### src/common/txirq_pkg.sv
// txirq_pkg: register map, field positions and reset values for the
// transmit event status block. assumes an 8-bit register port.
package txirq_pkg;
    localparam int ADDR_W = 6;
    localparam int DATA_W = 8;
    localparam logic [5:0] ADDR_CTRL = 6'h03;
    localparam logic [5:0] ADDR_TX_IRQ_EN = 6'h0D;
    localparam logic [5:0] ADDR_TX_STATUS = 6'h0E;
    localparam logic [5:0] ADDR_TX_HOLD = 6'h0F;
    localparam int CTRL_TX_EN_BIT = 7;
    localparam int CTRL_RX_EN_BIT = 6;
    localparam int ST_EMPTY = 0;
    localparam int ST_DONE = 1;
    localparam int ST_OVFL = 2;
    localparam int ST_UNFL = 3;
    localparam int NUM_FLAGS = 4;
    localparam logic [7:0] CTRL_RESET = 8'h00;
    localparam logic [3:0] IRQ_EN_RESET = 4'h0;
    localparam logic [3:0] STATUS_RESET = 4'h0;
    localparam logic [7:0] HOLD_RESET = 8'h00;
endpackage : txirq_pkg

### src/core/txirq_flag.sv
// txirq_flag: one sticky status flag, set wins over clear.
// assumes set and clear are single-cycle strobes on i_clk.
`timescale 1ns/1ps
module txirq_flag (
    // clock and reset
    input wire logic i_clk,
    input wire logic i_rst_n,
    input wire logic i_ce,
    // control
    input wire logic i_set,
    input wire logic i_clr,
    input wire logic i_force_off,
    // state
    output logic o_flag
);
    logic flag_ff;
    logic nxt_flag;

    // set wins over clear; forced low outside transmit mode
    assign nxt_flag = i_force_off ? 1'b0 : (i_set | (flag_ff & ~i_clr));
    assign o_flag = flag_ff;

    always_ff @(posedge i_clk or negedge i_rst_n) begin
        if (!i_rst_n) begin
            flag_ff <= 1'b0;
        end else if (i_ce) begin
            flag_ff <= nxt_flag;
        end
    end
endmodule : txirq_flag

### src/core/txirq_status.sv
// txirq_status: transmit event status, enables and holding register.
// assumes a synchronous register port from the serial interface logic
// and load/sample strobes from the transmit shifter on i_clk.
`timescale 1ns/1ps
// Behaviour
// - shifter wants a bit while holding register is empty sets underflow.
// - underflow only after one bit shifted since transmit start.
// - reading status clears the underflow, overflow and done flags returned.
// - writing holding register while still full sets overflow.
// - byte finished with nothing waiting sets done.
// - done only after one bit has been transmitted.
// - holding byte moved into shifter sets empty.
// - writing holding register clears empty; host writes only when empty.
// - flags set and readable regardless of interrupt enables.
// - transmit disabled forces status to zero; enables in control 7:6.
// - status bits 7:4 reserved zero, register read-only.
// - interrupt enable register mirrors status layout, 1 enables.
module txirq_status (
    // clock, reset, enable
    input wire logic i_clk,
    input wire logic i_resetn,
    input wire logic i_ce,
    // register port
    input wire logic i_reg_wr,
    input wire logic i_reg_rd,
    input wire logic [txirq_pkg::ADDR_W-1:0] i_reg_addr,
    input wire logic [txirq_pkg::DATA_W-1:0] i_reg_wdata,
    output logic [txirq_pkg::DATA_W-1:0] o_reg_rdata,
    // transmit shifter strobes
    input wire logic i_shift_load,
    input wire logic i_shift_sample,
    input wire logic i_shift_byte_end,
    // outputs to shifter and host
    output logic [txirq_pkg::DATA_W-1:0] o_tx_data,
    output logic o_tx_enable,
    output logic o_rx_enable,
    output logic o_irq
);
    import txirq_pkg::*;

    logic rst_sync1_ff;
    logic rst_sync2_ff;
    logic [7:0] ctrl_ff;
    logic [3:0] irq_en_ff;
    logic [7:0] hold_ff;
    logic hold_full_ff;
    logic shifted_ff;
    logic [7:0] rdata_ff;
    logic irq_ff;
    logic [3:0] flags;
    logic [3:0] set_vec;

    always_ff @(posedge i_clk or negedge i_resetn) begin
        if (!i_resetn) begin
            rst_sync1_ff <= 1'b0;
            rst_sync2_ff <= 1'b0;
        end else begin
            rst_sync1_ff <= 1'b1;
            rst_sync2_ff <= rst_sync1_ff;
        end
    end

    // decode
    wire wr_ctrl = i_reg_wr & (i_reg_addr == ADDR_CTRL);
    wire wr_en = i_reg_wr & (i_reg_addr == ADDR_TX_IRQ_EN);
    wire wr_hold = i_reg_wr & (i_reg_addr == ADDR_TX_HOLD);
    wire rd_stat = i_reg_rd & (i_reg_addr == ADDR_TX_STATUS);
    wire tx_en = ctrl_ff[CTRL_TX_EN_BIT];
    wire take = i_shift_load & hold_full_ff & tx_en;

    // event set terms
    assign set_vec[ST_UNFL] = tx_en & i_shift_sample & ~hold_full_ff
                            & shifted_ff;
    assign set_vec[ST_OVFL] = tx_en & wr_hold & hold_full_ff
                            & ~take;
    assign set_vec[ST_DONE] = tx_en & i_shift_byte_end & ~hold_full_ff
                            & shifted_ff;
    assign set_vec[ST_EMPTY] = take;

    genvar g;
    generate
        for (g = 0; g < NUM_FLAGS; g++) begin : g_flag
            // empty clears on data write, others on status read
            wire clr = (g == ST_EMPTY) ? wr_hold : rd_stat;
            txirq_flag u_flag (
                .i_clk(i_clk),
                .i_rst_n(rst_sync2_ff),
                .i_ce(i_ce),
                .i_set(set_vec[g]),
                .i_clr(clr),
                .i_force_off(~tx_en),
                .o_flag(flags[g])
            );
        end
    endgenerate

    wire [7:0] rd_mux =
        (i_reg_addr == ADDR_TX_STATUS) ? {4'h0, flags} :
        (i_reg_addr == ADDR_TX_IRQ_EN) ? {4'h0, irq_en_ff} :
        (i_reg_addr == ADDR_CTRL) ? ctrl_ff : 8'h00;
    wire nxt_irq = |(flags & irq_en_ff);

    always_ff @(posedge i_clk or negedge rst_sync2_ff) begin
        if (!rst_sync2_ff) begin
            ctrl_ff <= CTRL_RESET;
            irq_en_ff <= IRQ_EN_RESET;
            hold_ff <= HOLD_RESET;
            hold_full_ff <= 1'b0;
            shifted_ff <= 1'b0;
            rdata_ff <= 8'h00;
            irq_ff <= 1'b0;
        end else if (i_ce) begin
            if (wr_ctrl) ctrl_ff <= i_reg_wdata;
            if (wr_en) irq_en_ff <= i_reg_wdata[3:0];
            if (wr_hold) hold_ff <= i_reg_wdata;
            // a write in the load cycle refills the register
            if (wr_hold) hold_full_ff <= 1'b1;
            else if (take || !tx_en) hold_full_ff <= 1'b0;
            if (!tx_en) shifted_ff <= 1'b0;
            else if (i_shift_sample && hold_full_ff) shifted_ff <= 1'b1;
            if (i_reg_rd) rdata_ff <= rd_mux;
            irq_ff <= nxt_irq;
        end
    end

    assign o_reg_rdata = rdata_ff;
    assign o_tx_data = hold_ff;
    assign o_tx_enable = ctrl_ff[CTRL_TX_EN_BIT];
    assign o_rx_enable = ctrl_ff[CTRL_RX_EN_BIT];
    assign o_irq = irq_ff;
endmodule : txirq_status

### config.mk
export PLATFORM = sky130hd
export DESIGN_NAME = txirq_status
export DESIGN_NICKNAME = d
export VERILOG_FILES = /design/src/common/txirq_pkg.sv /design/src/core/txirq_flag.sv /design/src/core/txirq_status.sv
export SDC_FILE = /design/constraint.sdc
export NUM_CORES = 1
export LEC_CHECK = 0
export BUFFER_PORTS_ARGS = -buffer_cell sky130_fd_sc_hd__buf_2
export CAP_MARGIN = 10
export CORE_MARGIN = 1.5
export CORE_UTILIZATION = 55
export DETAILED_ROUTE_END_ITERATION = 10
export PLACE_DENSITY = 0.83
export SYNTH_ARGS = -nofsm -noshare
export SYNTH_HDL_FRONTEND = slang
export SYNTH_SLANG_ARGS = --single-unit
export TNS_END_PERCENT = 1
### constraint.sdc
create_clock -name i_clk -period 3.8 [get_ports i_clk]
set_clock_uncertainty 0.2 [all_clocks]
set_input_delay 1.14 -clock i_clk [delete_from_list [all_inputs] [get_ports i_clk]]
set_output_delay 1.14 -clock i_clk [all_outputs]
set_load 0.02 [all_outputs]
# Yosys cells after proc, flatten, opt, wreduce, memory -nomap -nowiden
# Cells that the tools add are included.
dict set report totals {
  out_inout_bits 19
  register_bits 37
  input_bits 22
  elab_cells 68
}
dict set report op_classes {
  muxes 11
  n_reduce_logical 11
  n_eq_ne 5
  bitwise_logic 28
}
# op count
set op_table {}
lappend op_table {{two-way mux 8 bit} 3}
lappend op_table {{AND 1 bit} 19}
lappend op_table {{equality test 6 x 4 -> 1 bit, second input constant} 3}
lappend op_table {{AND reduction 2 bit} 6}
lappend op_table {{two-way mux 1 bit} 8}
lappend op_table {{equality test 6 x 2 -> 1 bit, second input constant} 1}
lappend op_table {{AND 4 bit} 1}
lappend op_table {{NOT 1 bit} 4}
lappend op_table {{bitwise OR 1 bit} 4}
lappend op_table {{OR reduction 4 bit} 1}
lappend op_table {{!= test 2 x 1 -> 1 bit, second input constant} 1}
lappend op_table {{nonzero test 2 bit} 1}
lappend op_table {{logical AND 1 bit} 1}
lappend op_table {{logical NOT 1 bit} 1}
lappend op_table {{logical OR 1 bit} 1}

# Depth between registers and ports, before layout
# Gate-level depths: netlist of the first run.
dict set report depth {
  word_depth 7
  ltp_mapped 4
  ltp_nobuf 3
}

# Hierarchy
# A second synthesis of the first run with hierarchy kept.
dict set report unflattened {
  cells_unflattened 135
  area_unflattened_um2 1667.8
}
# mod instances area_per_inst_um2 cells_each seq_area_each_um2
set by_module_without_submodules {}
lappend by_module_without_submodules {txirq_status 1 1497.7 119 825.8}
lappend by_module_without_submodules {txirq_flag 4 42.5 4 25.0}

# Worst setup path before layout of the first run
# OpenSTA, ideal clock, no wires.
dict set report synth_timing {
  kind {input to register}
  from {in i_reg_addr[5] (netlist name)}
  to {reg hold_ff[1], in the netlist o_tx_data[1]}
  setup_ns 0.125
  n_path_buf 1
  required_time_ns 3.475
  path_slack_ns 1.293
  path_stages 4
  t_arrival_ns 2.182
  path_cell_list {or2_4 nor3_1 buf_2 mux2_2}
}
dict set report synth_via {
  elab_chain_cells 3
}
# element line
set synth_rtl {}
lappend synth_rtl {{from (decl)} txirq_status.sv:26} ;# input wire logic [txirq_pkg::ADDR_W-1:0] i_reg_addr,
lappend synth_rtl {{equality test 6 x 4 -> 1 bit} txirq_status.sv:66} ;# wire wr_hold = i_reg_wr & (i_reg_addr == ADDR_TX_HOLD);
lappend synth_rtl {{AND 1 bit} txirq_status.sv:66}
lappend synth_rtl {{AND reduction 2 bit (no line)} n/a}
lappend synth_rtl {{to (signal assigned)} txirq_status.sv:115} ;# if (wr_hold) hold_ff <= i_reg_wdata;
lappend synth_rtl {{to (decl)} txirq_status.sv:45} ;# logic [7:0] hold_ff;
# Every way passes these cells.
# A chain may end at the register's enable or synchronous reset.

# Final worst setup path of the first run
dict set report layout_timing {
  from {in i_reg_addr[5] (netlist name)}
  to {reg hold_ff[7], in the netlist o_tx_data[7]}
}
# The elaborated chain is that of the path after synthesis.

==> summary.md, run 1 <==
Sequential elements use 59.1% of the synthesized area. The later-pin clock latency in the skew report was 0.35 ns. Setup repair after global routing left no endpoint under its margin.

The largest stage delay on the critical path works out to 0.34 ns. The gate count of the mapped netlist was 124; the worst endpoint required time was 3.85 ns. The total of max-cap violations was 0; the horizontal extent of the die was 56.4 um. At the worst endpoint, the arrival time is 2.39 ns. The worst setup path is captured at a flip-flop.

The logs give 2730 um2 for the core footprint and 146 for the number of nets produced by synthesis. The final antenna diode count was 0. In this run the register-to-register setup slack is 2.53 ns. The power per standard cell area was 379 nW/um2. In this run, distinct cell masters in the synthesized netlist total 31. Number of nets at the end of the flow: 193. In the final layout, the share of cells above drive strength 1 is 44.2%.

The filler cell count was 195. The run gives 23 as the maximum number of pins on one net before global-route repair. Headroom to the max-slew limit: 64.9%. Yosys printed 0 warnings.

The post-cts gate resize count was 0. The initial antenna violation count came out at 0. The standard-cell row count is 19, and the flip-flop and latch area is 926 um2. For the final routed database, the setup TNS stands at 0 ns.

The number of clock buffers added by TritonCTS is 5. The run gives 2 as the worst-case clock buffer depth. For the total design power, the log shows 0.708 mW. The first TritonRoute pass finished after 4 iterations.

After routing the design area is 1870 um2. For this run, design rule violations remaining after detail routing come to 0. The cell area after technology mapping is 1570 um2, and the number of buffers inserted by hold repair at cts is 0. A synthesized cell averages 12.6 um2. The category of the most critical setup path is input port to flip-flop. The HPWL after detailed placement is 2510 um. The detail route stage leaves a number of antenna-violating nets equal to 0. The clock drives 37 sinks.

The critical path goes through buf_2, or2_4, nor3_1, buf_4, mux2_2. The clock tree synthesis step divided the H-tree into 2 levels. The achievable clock frequency is 427 MHz. After clock tree synthesis, the clock-pin slew on the worst setup and hold paths is 0.11 ns.

The routed layout has 1170 vias. The aggregate global-route resource usage was 23.0%; the last weighted congestion value of the routability-driven placer was 0.821. The area added between synthesis and finish is 19.3%. The average vias per placed instance came out at 5.76.

After detailed routing, the average wire length per cell comes to 16.0 um. Pin placement for this block handled 41 I/O pins. The floorplan step defined a die boundary enclosing 3180 um2. The number of cells on the worst reg-to-reg path works out to 3. Among all stages on the critical path, the largest delay is contributed by sky130_fd_sc_hd__mux2_2. The worst path uses 61.6% of the clock period.

The flow ran to the end, and the final reports show no timing, DRC or antenna violations. Number of global-route vias before repair: 1197. Area taken by multi-input logic gates: 623 um2. The worst register-to-register path ends at g_flag[2].u_flag.o_flag.

The first global-routing pass estimated 5560 um of wire. The setup-violating endpoint count in the final report is 0. For this run the aggregate overflow at the end of global routing stands at 0. The number of buffer cells added on primary ports works out to 40. The post-detailed-placement cell area came out at 1810 um2.

The worst ir drop on vdd was 379 uV; the flip-flop and latch count after synthesis was 37. STA classifies the critical path startpoint as an input port. The number of buffers inserted by post-CTS setup repair is 0. In this run the critical register-to-register path is launched from ctrl_ff[7].

The total leakage power was 0.947 nW; the hold violation count in the final report was 0. The floorplan step set the die height to 56.4 um. Clock tree synthesis selected as its root buffer the cell sky130_fd_sc_hd__clkbuf_4. In this run the worst path has a maximum fanout of 7.

Measured on the finished design, the core utilization comes to 68.4%. The clock period minus final worst setup slack is 2.34 ns, and the total count of max-transition violations in the final report is 0. The total wirelength of the detailed-routed design was 3240 um. For the pin with the worst max-slew slack, the measured transition is 0.527 ns. TritonCTS built the clock tree. For this configuration, the core starts out at a cell density of 57.3%.

The path class of the tightest hold or removal check is flip-flop to async pin. The tools report the DRC marker count from the first detailed-route iteration as 38.
## metrics by stage
step	hold slack (ns)	worst slack, ns	std cells
after global routing	0.0829	1.36	203
after detailed placement	0.0363	1.10	195
after global placement	0.0165	1.12	195
after CTS	0.0549	1.47	203
final	0.0274	1.46	203
after floorplan	0.131	1.29	124
## power by group
group          internal [mW]  switching (mW)
Clock                 0.0697           0.132
Sequential             0.413          0.0143
Combinational         0.0335          0.0461
## layout make-up
| class | count | area share, % |
|---|---|---|
| well taps | 31 | 2.07 |
| repair buffers | 43 | 11.9 |
| multi-input cells | 83 | 33.3 |
| inverters | 1 | 0.201 |
| clock buffers | 5 | 2.01 |
| clock inverters | 3 | 0.937 |
| flip-flops and latches | 37 | 49.5 |
## sequential cells by signal (all words and copies together) (netlist names)
name / count
rst_sync2_ff: 1
hold_full_ff: 1
rst_sync1_ff: 1
irq_en_ff: 4
o_tx_data: 8
ctrl_ff: 8
shifted_ff: 1
o_reg_rdata: 8
o_irq: 1
g_flag.u_flag.o_flag: 4
## critical path, delay by kind of cell
| family | cells | cell delay [ns] |
|---|---|---|
| multiplexers | 1 | 0.34 |
| AND/OR/NAND/NOR | 2 | 0.56 |
| buffers and inverters | 2 | 0.35 |
## cells in the mapped netlist
master                     number  share of area, %
sky130_fd_sc_hd__nand2_2        1              0.40
sky130_fd_sc_hd__inv_1          1              0.24
sky130_fd_sc_hd__o31ai_1        1              0.48
sky130_fd_sc_hd__and2_1         1              0.40
sky130_fd_sc_hd__or4_4          1              0.72
sky130_fd_sc_hd__nor2_1         2              0.48
sky130_fd_sc_hd__nand2_1       12               2.9
sky130_fd_sc_hd__and4b_1        1              0.64
sky130_fd_sc_hd__nor3_1         2              0.64
sky130_fd_sc_hd__and2_0         1              0.40
sky130_fd_sc_hd__nand2b_1       1              0.40
sky130_fd_sc_hd__nand4_2        1              0.80
sky130_fd_sc_hd__and3b_1        1              0.56
sky130_fd_sc_hd__nand4_1        5               2.0
sky130_fd_sc_hd__o21ai_0        5               1.6
sky130_fd_sc_hd__nor3b_1        3               1.4
sky130_fd_sc_hd__mux2_2        20                14
sky130_fd_sc_hd__a21oi_1        1              0.32
sky130_fd_sc_hd__a21o_1         1              0.48
sky130_fd_sc_hd__conb_1         1              0.24
sky130_fd_sc_hd__nand3_1        4               1.3
sky130_fd_sc_hd__dfrtp_1       37                59
sky130_fd_sc_hd__nor3b_2        1              0.80
sky130_fd_sc_hd__buf_2          2              0.64
sky130_fd_sc_hd__a31oi_1        2              0.80
sky130_fd_sc_hd__clkbuf_1       1              0.24
sky130_fd_sc_hd__o211ai_1       4               1.9
sky130_fd_sc_hd__and3_1         1              0.40
sky130_fd_sc_hd__or2_4          1              0.56
sky130_fd_sc_hd__a22oi_1        6               2.9
sky130_fd_sc_hd__a32o_1         3               1.9
## cells by family (layout without fill, tap and decap cells)
group	count (synthesis)	after routing	share of synthesized area, %
AO/OA/AOI/OAI	23	23	10.4
buffers and inverters	4	52	1.12
flip-flops	37	37	59.1
multiplexers	20	20	14.4
other	1	1	0.239
AND/OR/NAND/NOR	39	39	14.8
## worst max-delay path by stage
stage                        startpoint      endpoint  slack [ns]  cells past startpoint
after floorplan           i_reg_addr[5]  o_tx_data[1]        1.29                      4
after global placement    i_reg_addr[5]  o_tx_data[1]        1.12                      5
after detailed placement  i_reg_addr[5]  o_tx_data[3]        1.10                      5
after CTS                    ctrl_ff[7]   o_tx_enable        1.47                      1
after global routing               i_ce  o_tx_data[3]        1.36                      5
final                     i_reg_addr[5]  o_tx_data[7]        1.46                      5
## per-layer routing
layer  global-route usage, %  routed length (um)
met1                    29.8                1400
met2                    35.8                1570
met3                    7.37                 173
met4                    9.86                  97
met5                       0                   0
## placed cells by master (no fill, tap or decap), drive strengths merged, types with 3 or more instances in the layout
master  synthesis  layout
nand4           6       6
dfrtp          37      37
o21ai           5       5
clkbuf          1       5
nand2          13      13
mux2           20      20
buf             2      43
a32o            3       3
nand3           4       4
a22oi           6       6
nor3b           4       4
o211ai          4       4
No activity file was read; power rests on OpenSTA's default activity.
==> run 2: changes to the inputs <==
--- a/config.mk
+++ b/config.mk
@@ -5,12 +5,13 @@
 export SDC_FILE = /design/constraint.sdc
 export NUM_CORES = 1
 export LEC_CHECK = 0
+export ABC_AREA = 1
 export BUFFER_PORTS_ARGS = -buffer_cell sky130_fd_sc_hd__buf_2
 export CAP_MARGIN = 10
 export CORE_MARGIN = 1.5
-export CORE_UTILIZATION = 55
+export CORE_UTILIZATION = 47
 export DETAILED_ROUTE_END_ITERATION = 10
-export PLACE_DENSITY = 0.83
+export PLACE_DENSITY = 0.74
 export SYNTH_ARGS = -nofsm -noshare
 export SYNTH_HDL_FRONTEND = slang
 export SYNTH_SLANG_ARGS = --single-unit
==> constraint.sdc (replaced) <==
create_clock -name i_clk -period 2.04 [get_ports i_clk]
set_clock_uncertainty 0.2 [all_clocks]
set_input_delay 0.612 -clock i_clk [delete_from_list [all_inputs] [get_ports i_clk]]
set_output_delay 0.612 -clock i_clk [all_outputs]
set_load 0.02 [all_outputs]
==> run 2 against run 1 <==
Largest power group unchanged. Worst hold slack improved by 0.039 ns. Non-clock buffer count did not move. Clock power rose by 81%. Critical path type is now flip-flop to output pin. First-iteration DRC count rose by 97%. Sequential share of layout area fell by 3.0 points. Critical endpoint is now o_tx_enable. Critical path depth fell by 4. Core utilization fell by 9.6 points. Worst setup slack got worse by 1.3 ns.
==> summary.md, run 2 <==
The power share of the combinational group is 14.6% (+3.4 points). The DRC marker count from the first detailed-route iteration is 75 (+97%), and the cell area after technology mapping is 1680 um2 (+7.5%). The commonest cells after synthesis are 47 x sky130_fd_sc_hd__nand2_1, 37 x sky130_fd_sc_hd__dfrtp_1, 18 x sky130_fd_sc_hd__nand3_1. The setup TNS after final layout was 0 ns (unchanged). Die height: 62.9 um (+12%).

The antenna violation net count after detailed routing is 0 (unchanged). Yosys instantiated no cell more often than sky130_fd_sc_hd__nand2_1. For the count of unresolved DRC violations after routing, the log shows 0 (unchanged). Setup repair after global routing left no endpoint under its margin.

Summed over all instances, the cell type with the most area after synthesis is sky130_fd_sc_hd__dfrtp_1. For the flop-to-flop setup slack, the log shows 0.80 ns (-1.73 ns). The standard-cell row count was 21 (+2); the number of buffers inserted by post-CTS setup repair was 0 (unchanged). The run gives 654 um2 (+5.0%) as the area taken by multi-input logic gates. The logs give 207 (+42%) for the number of nets produced by synthesis and 535 MHz for the achievable clock frequency.

The share of synthesized registers carrying an async set or reset is 100% (unchanged), and the count of buffer and inverter cells on the critical path is 1 (-1). Leaving out fill and tap cells, the most frequent cell in the layout is sky130_fd_sc_hd__nand2_1. The run finished with clean final reports. The logs give 5690 um (+2.2%) for the global-route wire length before repair and 1.23 ns (-2.62 ns) for the worst endpoint required time.

The cell family contributing the most delay on the critical path is flip-flops. Power per standard cell area: 689 nW/um2 (+82%). The highest-delay cell along the critical path was sky130_fd_sc_hd__dfrtp_1.

The tools report the number of H-tree levels as 2 (unchanged). The average routed wire per standard cell is 11.5 um (-28%), and the share of total power in sequential cells is 58.7% (-1.6 points). The clock power share was 26.6% (-1.9 points); the number of buffer cells added on primary ports was 40 (unchanged). Initial antenna violation count: 0 (unchanged). The core footprint is 3390 um2 (+24%), and the via count is 1327 (+13%). The setup path with the least slack is of type flip-flop to output pin. The tools report the worst ir drop on vdd as 438 uV (+16%). Switching power share of the total: 28.7% (+1.6 points).

Dividing the final minimum period by the clock period gives 91.6%. The tools report the switching power as 0.394 mW (+110%). The last weighted congestion value of the routability-driven placer was 0.786 (-4.3%); the number of enable-type register cells in the synthesized netlist was 0 (unchanged).

The count of warnings emitted by yosys is 0 (unchanged). The overflow left after global routing was 0 (unchanged). The tools report the total number of clock tree sinks as 37 (unchanged). The iteration count of the initial detailed-routing pass is 4 (unchanged).

In the layout the commonest cells are 47 x sky130_fd_sc_hd__nand2_1, 40 x sky130_fd_sc_hd__buf_2, 37 x sky130_fd_sc_hd__dfrtp_1, 18 x sky130_fd_sc_hd__nand3_1, 16 x sky130_fd_sc_hd__inv_1. Later-pin clock latency in the skew report: 0.34 ns (about the same). The area share of the largest cell type after synthesis is 55.0% (-4.1 points), and the count of distinct cell types in the synthesized netlist is 23 (-26%). The total leakage power is 1.05 nW (+10%), and the final antenna diode count is 0 (unchanged). The critical path capture point type was an output pin.

The maximum fanout encountered on the critical timing path is 7 (unchanged), and the gate count of the mapped netlist is 185 (+49%). The half-perimeter wire length after placement is 2360 um (-6.2%). For the arrival time at the worst endpoint, the log shows 1.06 ns (-1.33 ns). Horizontal extent of the die: 62.9 um (+12%).

The worst setup path is launched from a flip-flop. Largest stage delay on the critical path: 0.50 ns (+0.16 ns). The critical path ends at o_tx_enable. The number of primary I/O pins is 41 (unchanged). After synthesis, the cell types taking the most area are sky130_fd_sc_hd__dfrtp_1 55%, sky130_fd_sc_hd__nand2_1 10%, sky130_fd_sc_hd__nand3_1 5.3%, sky130_fd_sc_hd__o21ai_2 4.2%, sky130_fd_sc_hd__o21ai_1 3.9%.

The internal power of the cells came out at 0.978 mW (+89%). The hold violation count in the final report was 0 (unchanged); the area added between synthesis and finish was 18.2%. Walking the worst path, the cells encountered are buf_2. The clock transition at the registers of the reported paths is 0.11 ns (about the same), and the synthesized area divided by synthesized cell count is 9.10 um2 (-28%). The logs give 36 (+57%) for the maximum number of pins on one net before global-route repair and 0 (unchanged) for the total count of max-transition violations in the final report. The tools report the starting utilization of the core area as 49.7% (-7.6 points). The run gives 1.37 mW (+94%) as the total design power. The ratio of cells with drive above 1 in the final layout was 29.7% (-14 points); the total of max-cap violations was 0 (unchanged). The average vias per placed instance is 4.77 (-17%). The launch point of the critical path was ctrl_ff[7]. The type of the worst min-delay path is flip-flop to async pin.

The tools report the flip-flop and latch area as 926 um2 (unchanged). The number of cells on the worst reg-to-reg path works out to 4 (+1). For the total clock buffers created by CTS, the log shows 5 (unchanged). CTS placed an instance of sky130_fd_sc_hd__clkbuf_4 at the clock tree root.

The clock period minus final worst setup slack was 1.87 ns. In this run the critical register-to-register path is captured at g_flag[2].u_flag.o_flag. The logs give 3950 um2 (+24%) for the overall die area and 253 (+31%) for the number of nets at the end of the flow.

The aggregate global-route resource usage is 18.6% (-4.4 points). Flip-flop and latch count after synthesis: 37 (unchanged). The total wirelength of the detailed-routed design is 3190 um (-1.7%).

The run gives 1222 (+2.1%) as the number of global-route vias before repair. The logs give 317 (+63%) for the filler cell count and 55.0% (-4.1 points) for the sequential cell area fraction in the yosys report. In this run the critical register-to-register path is launched from ctrl_ff[7]. The most used flip-flop cell after synthesis is sky130_fd_sc_hd__dfrtp_1. The number of gates on the worst path with buffers counted is 1 (-4). Setup-violating endpoint count in the final report: 0 (unchanged).

The worst-case clock buffer depth is 2 (unchanged). TritonCTS built the clock tree.
## run 2: cell types whose count changed after synthesis, sizes merged, moves of 6 or more
cell   previous run  this run
nand3             4        19
nand2            13        48
nor2              2        19
o21ai             5        27
mux2             20         0
a22oi             6         0
inv               1        18
## run 2: layout make-up
cell class | instances | area share (%)
clock buffer | 5 | 1.89
timing repair buffer | 43 | 11.3
multi-input combinational | 125 | 32.9
inverter | 19 | 3.65
sequential | 37 | 46.5
tap | 46 | 2.89
clock inverter | 3 | 0.880
## run 2: logic make-up (layout without fill, tap and decap cells)
family,Yosys count,in the layout,share of synthesized area (%)
AO/OA/AOI/OAI,31,31,11.2
buffers and inverters,23,70,6.17
flip-flops,37,37,55.0
other,1,1,0.223
AND/OR/NAND/NOR,93,93,27.4
## run 2: how the worst min path moves through the flow
stage	startpoint	endpoint	slack [ns]	depth (start not counted)
final	rst_sync2_ff	ctrl_ff[7]	0.07	1
after global routing	rst_sync2_ff	o_tx_data[0]	0.13	1
after CTS	rst_sync2_ff	ctrl_ff[7]	0.09	1
after detailed placement	rst_sync2_ff	o_tx_data[0]	0.08	1
after global placement	rst_sync2_ff	o_irq	0.08	1
after floorplan	i_resetn	rst_sync1_ff	0.12	0
## run 2: per-stage QoR
| step | area (um2) | util [%] | std cells | hold slack, ns | setup slack [ns] |
|---|---|---|---|---|---|
| 2_1_floorplan | 1680 | - | 185 | 0.116 | 0.476 |
| 3_3_place_gp | 1930 | 56.8 | 269 | 0.0838 | 0.207 |
| 3_5_place_dp | 1930 | 56.8 | 269 | 0.0820 | 0.176 |
| 4_1_cts | 1990 | 58.7 | 278 | 0.0868 | 0.150 |
| 5_1_grt | 1990 | 58.7 | 278 | 0.127 | 0.0787 |
| 6_report | 1990 | 58.7 | 278 | 0.0665 | 0.171 |
## run 2: repair_timing
action,in CTS,in global routing
endpoints found under the setup margin,0,0
hold buffers,1,0
endpoints found under the hold margin,2,0
gates resized for setup,0,0
## run 2: power by group through the flow
stage / clock network [mW] / registers (mW) / logic [mW]
floorplan: 0 / 0.859 / 0.0866
global placement: 0 / 0.820 / 0.199
detailed placement: 0 / 0.820 / 0.202
CTS: 0.381 / 0.806 / 0.204
global route: 0.421 / 0.813 / 0.226
finish: 0.365 / 0.806 / 0.201
## run 2: metal layers
layer / wire length (um) / up-vias / track usage, %
met5: 0 / - / 0
met4: 97 / 0 / 10.8
met3: 144 / 10 / 5.23
met2: 1380 / 31 / 25.9
met1: 1560 / 587 / 25.8
li1: - / 699 / -
==> run 3: changes to the inputs <==
--- a/config.mk
+++ b/config.mk
@@ -9,9 +9,10 @@
 export BUFFER_PORTS_ARGS = -buffer_cell sky130_fd_sc_hd__buf_2
 export CAP_MARGIN = 10
 export CORE_MARGIN = 1.5
-export CORE_UTILIZATION = 47
+export CORE_UTILIZATION = 40
+export CTS_BUF_LIST = sky130_fd_sc_hd__clkbuf_2
 export DETAILED_ROUTE_END_ITERATION = 10
-export PLACE_DENSITY = 0.74
+export PLACE_DENSITY = 0.65
 export SYNTH_ARGS = -nofsm -noshare
 export SYNTH_HDL_FRONTEND = slang
 export SYNTH_SLANG_ARGS = --single-unit
==> run 3 against run 2 <==
The flow now finishes with violations (hold timing). Fmax shrank 3.0%. Clock power grew 20%. Final cell count rose by 1.1%. Largest power group unchanged. Largest cell class unchanged.
==> summary.md, run 3 (synthesized netlist as in run 2, its figures left out) <==
The tools report the half-perimeter wire length after placement as 2450 um (+3.9%). The run gives -0.00108 ns (-0.0676 ns) as the tightest hold margin. The run gives 1.23 ns (about the same) as the worst endpoint required time. The endpoint identified for the worst register-to-register timing path is g_flag[0].u_flag.o_flag.

The core footprint was 4030 um2 (+19%). The standard-cell row count came out at 23 (+9.5%). The total clock buffers created by CTS came out at 5 (unchanged).

The tools report the termination of the worst setup path as o_tx_enable. The number of cells on the worst reg-to-reg path is 4 (unchanged), and the DRC marker count from the first detailed-route iteration is 94 (+25%). Clock transition at the registers of the reported paths: 0.18 ns (+0.07 ns).

The tools report the hold violation count in the final report as 2 (+2). The last weighted congestion value of the routability-driven placer is 0.850 (+8.2%). The final cycle utilization of the critical path is 94.5% (+2.8 points), and the number of buffers inserted by post-CTS setup repair is 0 (unchanged).

The ratio of cells with drive above 1 in the final layout works out to 29.4% (-0.30 points). The largest stage delay on the critical path is 0.52 ns (+0.02 ns), and the clock period minus final worst setup slack is 1.93 ns (+0.0581 ns). The cell family contributing the most delay on the critical path was flip-flops. For the total leakage power, the log shows 1.06 nW (+1.2%). The flop-to-flop setup slack was 0.80 ns (about the same); the starting utilization of the core area was 41.8% (-7.9 points).

STA classifies the critical path startpoint as a flip-flop. The tools report the later-pin clock latency in the skew report as 0.38 ns (+0.04 ns). The logs give 0 (unchanged) for the post-cts gate resize count and 2 (unchanged) for the worst-case clock buffer depth.

Relative to the synthesized area, the layout overhead comes to 19.5%. The run finished, with violations left. The number of buffers inserted by hold repair at cts was 1 (unchanged); the number of global-route vias before repair was 1228 (+0.49%).

The launch point of the critical path was ctrl_ff[7]. Average vias per placed instance: 4.72 (-1.1%). The maximum fanout encountered on the critical timing path is 7 (unchanged), and the power per standard cell area is 720 nW/um2 (+4.4%).

The number of H-tree levels is 2 (unchanged). The run gives 27 (-25%) as the maximum number of pins on one net before global-route repair. The top cell types in the final layout, fill and taps aside, are 47 x sky130_fd_sc_hd__nand2_1, 40 x sky130_fd_sc_hd__buf_2, 37 x sky130_fd_sc_hd__dfrtp_1, 18 x sky130_fd_sc_hd__nand3_1, 16 x sky130_fd_sc_hd__inv_1. The critical path capture point type is an output pin.

The average routed wire per standard cell was 11.7 um (+2.5%); the achievable clock frequency was 519 MHz (-3.0%). The arrival time at the worst endpoint is 1.12 ns (+0.06 ns). The total count of max-transition violations in the final report came out at 0 (unchanged). Number of buffer cells added on primary ports: 40 (unchanged).

The count of buffer and inverter cells on the critical path is 1 (unchanged). Setup repair after global routing left no endpoint under its margin. The startpoint identified for the worst register-to-register timing path is ctrl_ff[7]. On the critical path, the stage with the largest delay is an instance of sky130_fd_sc_hd__dfrtp_1. The run gives 388 uV (-11%) as the worst ir drop on vdd. The total wirelength of the detailed-routed design was 3300 um (+3.6%); the global-route wire length before repair was 5600 um (-1.6%). The die height was 67.9 um (+8.0%).

The iteration count of the initial detailed-routing pass was 4 (unchanged). The tools report the aggregate global-route resource usage as 16.7% (-1.9 points). The root buffer cell chosen for the clock tree is sky130_fd_sc_hd__clkbuf_2. Final antenna diode count: 0 (unchanged).

The run gives 0 (unchanged) as the overflow left after global routing. The tools report the total of max-cap violations as 0 (unchanged). The most common library cell in the layout ignoring fill and taps is sky130_fd_sc_hd__nand2_1. The overall die area was 4610 um2 (+17%); the number of primary I/O pins was 41 (unchanged). For the total number of clock tree sinks, the log shows 37 (unchanged). The tools report the initial antenna violation count as 0 (unchanged).

Antenna violation net count after detailed routing: 0 (unchanged). TritonCTS built the clock tree. Traced cell by cell, the critical path runs through buf_2. The final core utilization is 50.0% (-8.8 points), and the count of unresolved DRC violations after routing is 0 (unchanged). The final reports fail on hold timing.

The type of the worst min-delay path was flip-flop to async pin. Via count: 1326 (-0.075%). The tools report the number of nets at the end of the flow as 253 (unchanged).

The setup TNS after final layout came out at 0 ns (unchanged). The setup-violating endpoint count in the final report is 0 (unchanged). The number of gates on the worst path with buffers counted came out at 1 (unchanged). The horizontal extent of the die was 67.9 um (+8.0%). Category of the most critical setup path: flip-flop to output pin.
## run 3: worst min path at each step
stage                       startpoint      endpoint  slack, ns  depth (start not counted)
after global placement    rst_sync2_ff  hold_full_ff     -0.007                          0
after CTS                 rst_sync2_ff  hold_full_ff      0.009                          0
after global routing      rst_sync2_ff  hold_full_ff       0.04                          0
after detailed placement  rst_sync2_ff  hold_full_ff     -0.007                          0
after floorplan               i_resetn  rst_sync1_ff       0.12                          0
final                     rst_sync2_ff         o_irq     -0.001                          0
## run 3: cell type report
cell class,instances,area (um2)
clock buffer,5,25.0
clock inverter,2,35.0
fill,403,2020
inverter,19,72.6
multi-input combinational,125,654
sequential,37,926
tap,50,62.6
timing repair buffer,43,238
## run 3: per-stage QoR
stage | cells | area, um2 | power [mW] | setup slack [ns]
global placement | 273 | 1940 | 1.02 | 0.228
finish | 281 | 2010 | 1.45 | 0.113
floorplan | 185 | 1680 | 0.945 | 0.476
global route | 281 | 2010 | 1.52 | 0.0441
detailed placement | 273 | 1940 | 1.03 | 0.215
CTS | 281 | 2010 | 1.46 | 0.0857
## run 3: power by group
| group | internal [mW] | leakage, nW | switching (mW) |
|---|---|---|---|
| Combinational | 0.0733 | 0.523 | 0.127 |
| Clock | 0.199 | 0.0388 | 0.240 |
| Sequential | 0.778 | 0.496 | 0.0324 |
## run 3: layer usage
layer	vias up	global-route usage [%]	routed length [um]
li1	694	-	-
met1	586	24.2	1660
met2	39	24.3	1390
met3	7	3.95	197
met4	0	6.75	56
met5	-	0	0
